`config.mk`:
```
export PLATFORM = sky130hd
export DESIGN_NAME = nvac_ctrl
export DESIGN_NICKNAME = d
export VERILOG_FILES = /design/src/common/nvac_pkg.sv /design/src/core/nvac_ctrl.sv
export SDC_FILE = /design/constraint.sdc
export NUM_CORES = 1
export LEC_CHECK = 0
export ABC_AREA = 1
export BUFFER_PORTS_ARGS = -buffer_cell sky130_fd_sc_hd__buf_2
export CAP_MARGIN = 15
export CORE_MARGIN = 1
export CORE_UTILIZATION = 57
export DETAILED_ROUTE_END_ITERATION = 8
export PLACE_DENSITY_LB_ADDON = 0.3
export SYNTH_ARGS = -nofsm -noshare
export SYNTH_HDL_FRONTEND = slang
export SYNTH_SLANG_ARGS = --single-unit
```
`constraint.sdc`:
```
create_clock -name clk -period 2.3 [get_ports clk]
set_clock_uncertainty 0.2 [all_clocks]
set_input_delay 0.115 -clock clk [delete_from_list [all_inputs] [get_ports clk]]
set_output_delay 0.115 -clock clk [all_outputs]
set_load 0.01 [all_outputs]
```
`src/common/nvac_pkg.sv`:
```
// Behaviour
// - Keep a 64 by 8 nonvolatile array, reached one byte at a time.
// - Array is not memory mapped; reach it via address, data, control.
// - Address and data registers are plain bank 0 special registers; the code decodes them in both banks.
// - Address register holds six bits; bits 7 and 6 read zero.
// - Store enable bit 3 gates every array write.
// - Store start bit 2 launches a write; hardware clears it at end.
// - Store start does nothing unless store enable was already set.
// - Fetch enable bit 1 gates every array read.
// - Read start bit 0 launches a read; hardware clears it at end.
// - Read start does nothing unless fetch enable was already set.
// - Read byte lands in data register and stays until next operation.
// - Write end sets the done flag; software clears it.
package nvac_pkg;

   // Array geometry
   localparam int ARRAY_DEPTH = 64;
   localparam int ADDR_W = 6;
   localparam int DATA_W = 8;

   // Register locations; control sits in bank 1 only
   localparam logic [6:0] NVA_OFS = 7'h1E;
   localparam logic [6:0] NVD_OFS = 7'h1F;
   localparam logic [6:0] CTL_OFS = 7'h40;
   localparam logic CTL_BANK = 1'h1;

   // Control field positions
   localparam int RD_BIT = 0;
   localparam int FEN_BIT = 1;
   localparam int WR_BIT = 2;
   localparam int SEN_BIT = 3;

   // Values after reset
   localparam logic [7:0] RST_VAL = 8'h00;

   // Timer tick period and write length in ticks
   localparam int CLK_PERIOD_NS = 50;
   localparam int TICK_NS = 1000;
   localparam int TICK_CYC = (TICK_NS + CLK_PERIOD_NS - 1) / CLK_PERIOD_NS;
   localparam logic [4:0] TICK_LAST = 5'(TICK_CYC - 1);
   localparam int WR_TICKS_DEF = 4;

   // Read cycle length in clock cycles
   localparam int READ_CYC = 2;
   localparam logic [1:0] READ_LAST = 2'(READ_CYC - 1);

   typedef enum logic [1:0]
   {
      NVAC_IDLE = 2'b00,
      NVAC_READ = 2'b01,
      NVAC_WRITE = 2'b10
   } nvac_phase_type;

   typedef struct packed {
      logic [ARRAY_DEPTH-1:0][DATA_W-1:0] mem;
      nvac_phase_type phase;
      logic sen;
      logic wr;
      logic fen;
      logic rd;
      logic [ADDR_W-1:0] addr;
      logic [DATA_W-1:0] data;
      logic [ADDR_W-1:0] opAddr;
      logic [DATA_W-1:0] opData;
      logic [4:0] pre;
      logic [7:0] ticks;
      logic [1:0] rdCnt;
      logic done;
      logic [DATA_W-1:0] rdata;
   } nvac_state_type;

endpackage

```
`src/core/nvac_ctrl.sv`:
```
`timescale 1ns/1ps
module nvac_ctrl
#(
   parameter int WR_TICKS = nvac_pkg::WR_TICKS_DEF
)
(
   // Clock and reset
   input wire logic clk,
   input wire logic sys_rst,
   // Special register access from the core
   input wire logic sfrBank,
   input wire logic [6:0] sfrAddr,
   input wire logic sfrWr,
   input wire logic [7:0] sfrWdata,
   output logic [7:0] sfrRdata,
   // Write done flag, cleared by software
   input wire logic doneClr,
   output logic doneFlag
);

   localparam logic [7:0] TICK_END = 8'(WR_TICKS - 1);

   nvac_pkg::nvac_state_type st_r;
   nvac_pkg::nvac_state_type st_nxt;
   logic hitNva;
   logic hitNvd;
   logic hitCtl;
   logic idle;
   logic startWr;
   logic startRd;
   logic tick;

   // Address decode; the control word answers only in bank 1
   always_comb
   begin
      hitNva = sfrWr && (sfrAddr == nvac_pkg::NVA_OFS);
      hitNvd = sfrWr && (sfrAddr == nvac_pkg::NVD_OFS);
      hitCtl = sfrWr && (sfrBank == nvac_pkg::CTL_BANK)
               && (sfrAddr == nvac_pkg::CTL_OFS);
      idle = (st_r.phase == nvac_pkg::NVAC_IDLE);
      tick = (st_r.pre == nvac_pkg::TICK_LAST);
   end

   // Start qualification against the enables held before this write
   always_comb
   begin
      startWr = hitCtl && sfrWdata[nvac_pkg::WR_BIT] && st_r.sen && idle;
      startRd = hitCtl && sfrWdata[nvac_pkg::RD_BIT] && st_r.fen && idle
                && !startWr;
   end

   // Next state of the whole block
   always_comb
   begin
      st_nxt = st_r;

      if (hitNva)
      begin
         st_nxt.addr = sfrWdata[nvac_pkg::ADDR_W-1:0];
      end
      if (hitNvd)
      begin
         st_nxt.data = sfrWdata;
      end

      if (hitCtl)
      begin
         st_nxt.sen = sfrWdata[nvac_pkg::SEN_BIT];
         st_nxt.fen = sfrWdata[nvac_pkg::FEN_BIT];
      end

      // Start bits are owned by hardware once a cycle runs
      case (st_r.phase)
         nvac_pkg::NVAC_IDLE:
         begin
            st_nxt.pre = 5'h00;
            st_nxt.ticks = 8'h00;
            st_nxt.rdCnt = 2'h0;
            if (startWr)
            begin
               st_nxt.wr = 1'b1;
               st_nxt.phase = nvac_pkg::NVAC_WRITE;
               // Latch operands so software edits cannot tear the store
               st_nxt.opAddr = st_r.addr;
               st_nxt.opData = hitNvd ? sfrWdata : st_r.data;
            end
            else if (startRd)
            begin
               st_nxt.rd = 1'b1;
               st_nxt.phase = nvac_pkg::NVAC_READ;
               st_nxt.opAddr = st_r.addr;
            end
         end
         nvac_pkg::NVAC_READ:
         begin
            st_nxt.rdCnt = st_r.rdCnt + 2'h1;
            if (st_r.rdCnt == nvac_pkg::READ_LAST)
            begin
               st_nxt.rd = 1'b0;
               st_nxt.phase = nvac_pkg::NVAC_IDLE;
               st_nxt.data = st_r.mem[st_r.opAddr];
            end
         end
         nvac_pkg::NVAC_WRITE:
         begin
            st_nxt.pre = tick ? 5'h00 : st_r.pre + 5'h01;
            if (tick)
            begin
               st_nxt.ticks = st_r.ticks + 8'h01;
            end
            if (tick && (st_r.ticks == TICK_END))
            begin
               st_nxt.wr = 1'b0;
               st_nxt.phase = nvac_pkg::NVAC_IDLE;
               st_nxt.mem[st_r.opAddr] = st_r.opData;
            end
         end
         default:
         begin
            st_nxt.phase = nvac_pkg::NVAC_IDLE;
            st_nxt.wr = 1'b0;
            st_nxt.rd = 1'b0;
         end
      endcase

      if (doneClr)
      begin
         st_nxt.done = 1'b0;
      end
      if (st_r.wr && !st_nxt.wr)
      begin
         st_nxt.done = 1'b1;
      end

      // Registered read port; unmapped locations answer zero
      st_nxt.rdata = nvac_pkg::RST_VAL;
      if (sfrAddr == nvac_pkg::NVA_OFS)
      begin
         st_nxt.rdata = {2'b00, st_r.addr};
      end
      else if (sfrAddr == nvac_pkg::NVD_OFS)
      begin
         st_nxt.rdata = st_r.data;
      end
      else if (sfrBank == nvac_pkg::CTL_BANK
               && sfrAddr == nvac_pkg::CTL_OFS)
      begin
         st_nxt.rdata = {4'h0, st_r.sen, st_r.wr, st_r.fen, st_r.rd};
      end

      // reset zero; the array is nonvolatile and keeps its bytes
      if (sys_rst)
      begin
         st_nxt = '0;
         st_nxt.mem = st_r.mem;
      end
   end

   // State register
   always_ff @(posedge clk)
   begin
      st_r <= st_nxt;
   end

   // Outputs straight from flops
   assign sfrRdata = st_r.rdata;
   assign doneFlag = st_r.done;

   // Checks and coverage
   localparam int WR_LEN = WR_TICKS * nvac_pkg::TICK_CYC;
   localparam int WR_HOLD = WR_LEN - 1;
   localparam int RD_LEN = nvac_pkg::READ_CYC;
endmodule
```
==> impl_metrics.toml, run 1 <==
[cts]
cts_buffers = 56
cts.clk_slew.worst_paths_ns = 0.06
cts_num_sinks = 570
cts_tree = "done"
cts_root_buf = "clkbuf_16"
clk_latency_ns = 0.61
htree_num_levels = 2
clockBufferDepth = 3

[grt]
grt_pass1_wl_mm = 96.66
grt_pass1_vias = 17275
track_usage_pct = 29.72
grt_overflow = 0
grt_max_degree = 66
antenna_found_initial = 0

[sta]
hold-worst-slack_ns = -0.03330
finalHoldViolations = 4
max_slew.worst_pin.slew_ns = 0.8154
fmax_ghz = 0.4148
setup_violations = 516
layout_setup_ws_ns = -0.1110
slew_headroom_pct = 45.46
rsz0062_at_grt = "yes"
fin_crit_ns = 2.411
fin_crit_sh_pct = 104.8
slew_violations = 0

[power_and_ir_drop]
p_per_area_mw_per_mm2 = 696.7
switchingPower_uw = 3883
p_int_uw = 16340
p_sw_share_pct = 19.20
ir_drop_mv = 0.4847
seqPwrFrac_pct = 54.9
p_leak_uw = 0.01074
pwr-share-comb_pct = 0.4
clkPwrFrac_pct = 44.7

[final_layout]
fillers = 2791
fin_cells = 3133
antenna_cells = 0
syn2layout_area_growth_pct = 20.87
nets = 2577
drive_above_1_share_pct = 17.42

[yosys]
synth_edf_count = 512
ys_seq_area_share_pct = 68.85
synth-seq-cells = 570
synth_top_area_cell = "edfxtp_1"
synth_common_cells = "nand2_1, edfxtp_1, nor2_1"
synthesis.area_mm2 = 0.02402
syn_inst = 2356
synth_cell_type_count = 37
synth_ff_type = "edfxtp_1"
ys_warn_count = 0
synth_most_common_cell = "nand2_1"
async_reset_ff_share_pct = 0
synth.area.top_cells = "edfxtp_1, nand2_1, dfxtp_1, nor2_1, nand3_1"
avgSynthCellArea_um2 = 10.19
synth_top_area_share_pct = 64.01
synth_fp_nets = 2379

[drt]
num_vias = 17847
routed_wl_mm = 64.37
drt_pass1_iterations = 5
routed_via_density = 5.696
drt_iter0_markers = 2172
drc = 0
antenna_left = 0
routedWlPerCell_um = 20.55

[die]
dieArea_mm2 = 0.04296
floorplan.initialDensity_pct = 58.29
row_count = 74
die_x_um = 207.3
io-pin-count = 29
coreArea_mm2 = 0.04120
chipHeight_um = 207.3

[worst_setup_path]
arrival_ns = 2.53
crit_fanout = 8
critPathKind = "flip-flop to flip-flop"
setup.worst_path.end_class = "flip-flop"
startpoint_type = "flip-flop"
required_ns = 2.42
r2r_slack_ns = -0.11

[outcome]
status = "finished with violations"
violations = "negative hold slack, negative setup slack"

[placed_design]
gp_congestion = 0.9673
port-buffer-count = 28
hpwl_mm = 39.41
dp.cells = 2991

[worst_hold_path]
hp-class = "input pin to flip-flop"

[run]
cap_viol_max_count = 0
## state kept, by name, summed over array words and instances (netlist names)
signal / count
doneFlag: 1
st_r: 561
sfrRdata: 8
## final cells by class
| cell class | count | area [µm²] | area share [%] |
|---|---|---|---|
| well taps | 532 | 665.6 | 2.293 |
| flip-flops and latches | 570 | 16560 | 57.04 |
| clock inverters | 31 | 274.0 | 0.9438 |
| repair buffers | 256 | 2611 | 8.995 |
| inverters | 110 | 417.9 | 1.439 |
| clock buffers | 74 | 1551 | 5.344 |
| multi-input cells | 1560 | 6952 | 23.95 |
## metal layers
metal	routed length, µm	track usage [%]	up-vias
met4	2441	11.68	0
met3	6856	5.325	168
met5	0	0	-
met2	30130	47.30	1033
met1	24940	41.01	8447
li1	-	-	8199
## worst max-delay path, cell delays in order (launching register included)
cell and delay [ns]:
dfxtp_2 0.36, ha_4 0.16, nand2_4 0.06, nor3_4 0.18
nand3b_1 0.17, nor3_4 0.25, buf_12 0.19, nand3_4 0.09
buf_8 0.16, nor2_1 0.09, buf_4 0.19
## final timing paths
check	from	to	cells past startpoint
max	st_r[19]	st_r[273]	10
min	sfrAddr[0]	st_r[47]	7
max reg2reg	st_r[19]	st_r[273]	10
min reg2reg	doneFlag	doneFlag	2
## metrics by stage
stage | setup TNS [ns] | area (µm²) | util (%) | setup slack, ns | total power (µW)
6_report | -40.33 | 29030 | 70.46 | -0.1110 | 20230
5_1_grt | -86.68 | 29030 | 70.46 | -0.2000 | 20690
4_1_cts | -0.04044 | 28290 | 68.66 | -0.005141 | 20290
3_5_place_dp | -48.46 | 26050 | 63.22 | -0.1751 | 11390
3_3_place_gp | -17.53 | 26050 | 63.22 | -0.09003 | 11380
2_1_floorplan | -100.68 | 24020 | - | -0.1966 | 11350
## what timing repair did
item                                   4_1_cts  5_1_grt
cloned                                       0        2
setup endpoints to repair                  513      526
hold buffers                                31        0
resized for setup                           28      186
pin swaps                                    1        5
endpoints found under the hold margin       48        0
setup buffers                                1        4
## cells by family (layout without fill, tap and decap cells)
kind of cell | after synthesis | count (layout) | share of synthesized area, %
AO/OA/AOI/OAI | 157 | 157 | 3.652
XOR/XNOR | 5 | 5 | 0.1824
adder cells (fa/ha/maj) | 3 | 3 | 0.1563
buffers and inverters | 226 | 471 | 4.084
flip-flops | 570 | 570 | 68.85
AND/OR/NAND/NOR | 1395 | 1395 | 23.08
## power by group through the flow
stage	clock network (µW)	registers (µW)	logic (µW)
after floorplan	0	11300	23.0
after global placement	0	11300	55.2
after detailed placement	0	11300	56.9
after CTS	9110	11100	81.1
after global routing	9500	11100	91.9
final	9030	11100	85.9
## placed cells by master (no fill, tap or decap), types with 14 or more instances in the layout
master	n
or2_2	23
buf_12	29
clkinv_2	14
edfxtp_1	512
nor2_1	116
buf_2	28
clkbuf_16	59
nand2_1	1048
nor2_4	28
nor2_2	32
o21ai_0	67
dlygate4sd3_1	29
nand3_1	108
buf_4	96
dfxtp_1	43
buf_6	67
a21oi_1	43
o211ai_1	25
inv_1	99
Note: power is estimated with default switching activity, not from simulation.
==> inputs of run 2 (changes only) <==
--- a/config.mk
+++ b/config.mk
@@ -8,8 +8,9 @@
 export ABC_AREA = 1
 export BUFFER_PORTS_ARGS = -buffer_cell sky130_fd_sc_hd__buf_2
 export CAP_MARGIN = 15
+export CORE_ASPECT_RATIO = 2
 export CORE_MARGIN = 1
-export CORE_UTILIZATION = 57
+export CORE_UTILIZATION = 44
 export DETAILED_ROUTE_END_ITERATION = 8
 export PLACE_DENSITY_LB_ADDON = 0.3
 export SYNTH_ARGS = -nofsm -noshare
==> run 2 against run 1 <==
  * The run ends with negative setup slack left
  * Via count is 1.0% lower
  * Count of clock-buffer cells in the layout is 19 lower
  * Sequential power hardly changed
  * Register-to-register slack better by 0.11 ns
  * Wire length is 11% higher
  * Die area is 29% higher
==> impl_metrics.toml, run 2 (synthesis gave the netlist of run 1 again) <==
[outcome]
status = "finished with violations"
violations = "negative setup slack"

[drt]
drt_iter0_markers = 1326
drc = 0
routed_via_density = 5.416
routedWlPerCell_um = 21.92
drt_pass1_iterations = 6
routed_wl_mm = 71.50
num_vias = 17668
antenna_left = 0

[sta]
setup_violations = 7
slew_violations = 0
max_slew.worst_pin.slew_ns = 0.8044
fin_crit_sh_pct = 100.1
finalHoldViolations = 0
rsz0062_at_grt = "yes"
slew_headroom_pct = 46.32
fin_crit_ns = 2.303
layout_setup_ws_ns = -0.003371
fmax_ghz = 0.4341

[die]
chipHeight_um = 332.4
die_x_um = 167.2
coreArea_mm2 = 0.05375
floorplan.initialDensity_pct = 44.68
dieArea_mm2 = 0.05558
io-pin-count = 29
row_count = 120

[worst_setup_path]
worstReg2RegEnd = "st_r[534]"
setup.worst_path.end_class = "flip-flop"
arrival_ns = 2.40
worstSetupEndpoint = "st_r[534]"
startpoint_type = "flip-flop"
regToRegStartpoint = "st_r[20]"
crit_fanout = 8
ff2ff_path_depth = 10
cp-startpoint = "st_r[20]"
r2r_slack_ns = -0.003
required_ns = 2.39
critPathKind = "flip-flop to flip-flop"

[grt]
grt_pass1_vias = 18074
grt_pass1_wl_mm = 103.8
track_usage_pct = 25.38
grt_max_degree = 66
grt_overflow = 0
antenna_found_initial = 0

[final_layout]
layout_common_cells = "nand2_1, edfxtp_1, nand3_1"
layout_commonest_cell = "nand2_1"
largest_reg_flops = 561
regMostFlops = "st_r"
nets = 2577
antenna_cells = 0
drive_above_1_share_pct = 17.48
syn2layout_area_growth_pct = 22.15
final_util_pct = 54.58

[worst_hold_path]
hp-class = "input pin to flip-flop"
holdCritStartpoint = "sfrAddr[6]"

[cts]
clk_latency_ns = 0.60
cts.clk_slew.worst_paths_ns = 0.07
cts_tree = "done"
htree_num_levels = 2
cts_root_buf = "clkbuf_16"
cts_buffers = 46
cts_num_sinks = 570
clockBufferDepth = 3

[run]
cap_viol_max_count = 0

[placed_design]
gp_congestion = 0.9526
port-buffer-count = 28
hpwl_mm = 45.91

[power_and_ir_drop]
p_leak_uw = 0.01074
p_per_area_mw_per_mm2 = 666.7
ir_drop_mv = 0.5956
fin_total_pwr_uw = 19560
==> run 2: cell types whose count changed in the layout (fill, tap and decap cells not counted), sizes merged <==
| cell | change |
|---|---|
| buf | +10 |
| bufinv | +3 |
| clkbuf | -19 |
| clkinv | -3 |
| clkinvlp | -1 |
| dlygate4sd3 | +1 |
| dlymetal6s4s | -1 |
==> run 2: power breakdown <==
group,switching [µW],internal (µW)
logic,45.9,38.6
registers,0.324,11100
clock network,3660,4720
total,3710,15900
==> run 2: final cells by class <==
type                    count  area [µm²]
clock buffers              55        1259
clock inverters            30       337.8
fillers                  4524       24410
inverters                 110       420.4
multi-input cells        1560        7126
flip-flops and latches    570       16560
well taps                 671       839.6
repair buffers            266        2795
==> run 2: critical path: stages (launching register included) <==
cell and delay, ns:
dfxtp_2 0.36, ha_4 0.14, nand2_2 0.06, nor3_2 0.15, nand3b_1 0.16, nor3_4 0.19
buf_12 0.19, nand3_4 0.11, buf_12 0.18, nor2_2 0.10, buf_6 0.15
==> run 2: metrics by stage <==
stage	hold WS, ns	area (µm²)	worst slack, ns	setup TNS, ns	std cells
final	0.03379	29340	-0.003371	-0.01929	3262
after global routing	0.04593	29340	-0.1124	-30.67	3262
after CTS	0.01507	28640	-0.06151	-21.36	3256
after detailed placement	0.1782	26280	-0.1523	-37.72	3139
after global placement	0.1715	26280	-0.1053	-26.97	3139
after floorplan	0.07353	24020	-0.1966	-100.68	2356
==> run 2: worst min-delay path by stage <==
stage	to	slack, ns	depth (start not counted)
after floorplan	st_r[55]	0.07	2
after global placement	doneFlag	0.17	4
after detailed placement	doneFlag	0.18	4
after CTS	sfrRdata[2]	0.02	6
after global routing	sfrRdata[2]	0.05	6
final	sfrRdata[2]	0.03	6
==> run 2: routing by layer <==
layer / global-route usage (%) / up-vias / wire [µm]
met1: 24.81 / 8470 / 23500
met4: 19.23 / 0 / 6135
li1: - / 8196 / -
met2: 48.01 / 729 / 38200
met3: 3.106 / 273 / 3665
met5: 0 / - / 0
==> run 2: timing repair <==
action,CTS,global route
gates resized for setup,120,156
hold buffers,30,0
pin swaps,6,10
gates cloned,0,3
endpoints found under the setup margin,514,521
setup buffers,2,3
endpoints found under the hold margin,53,0
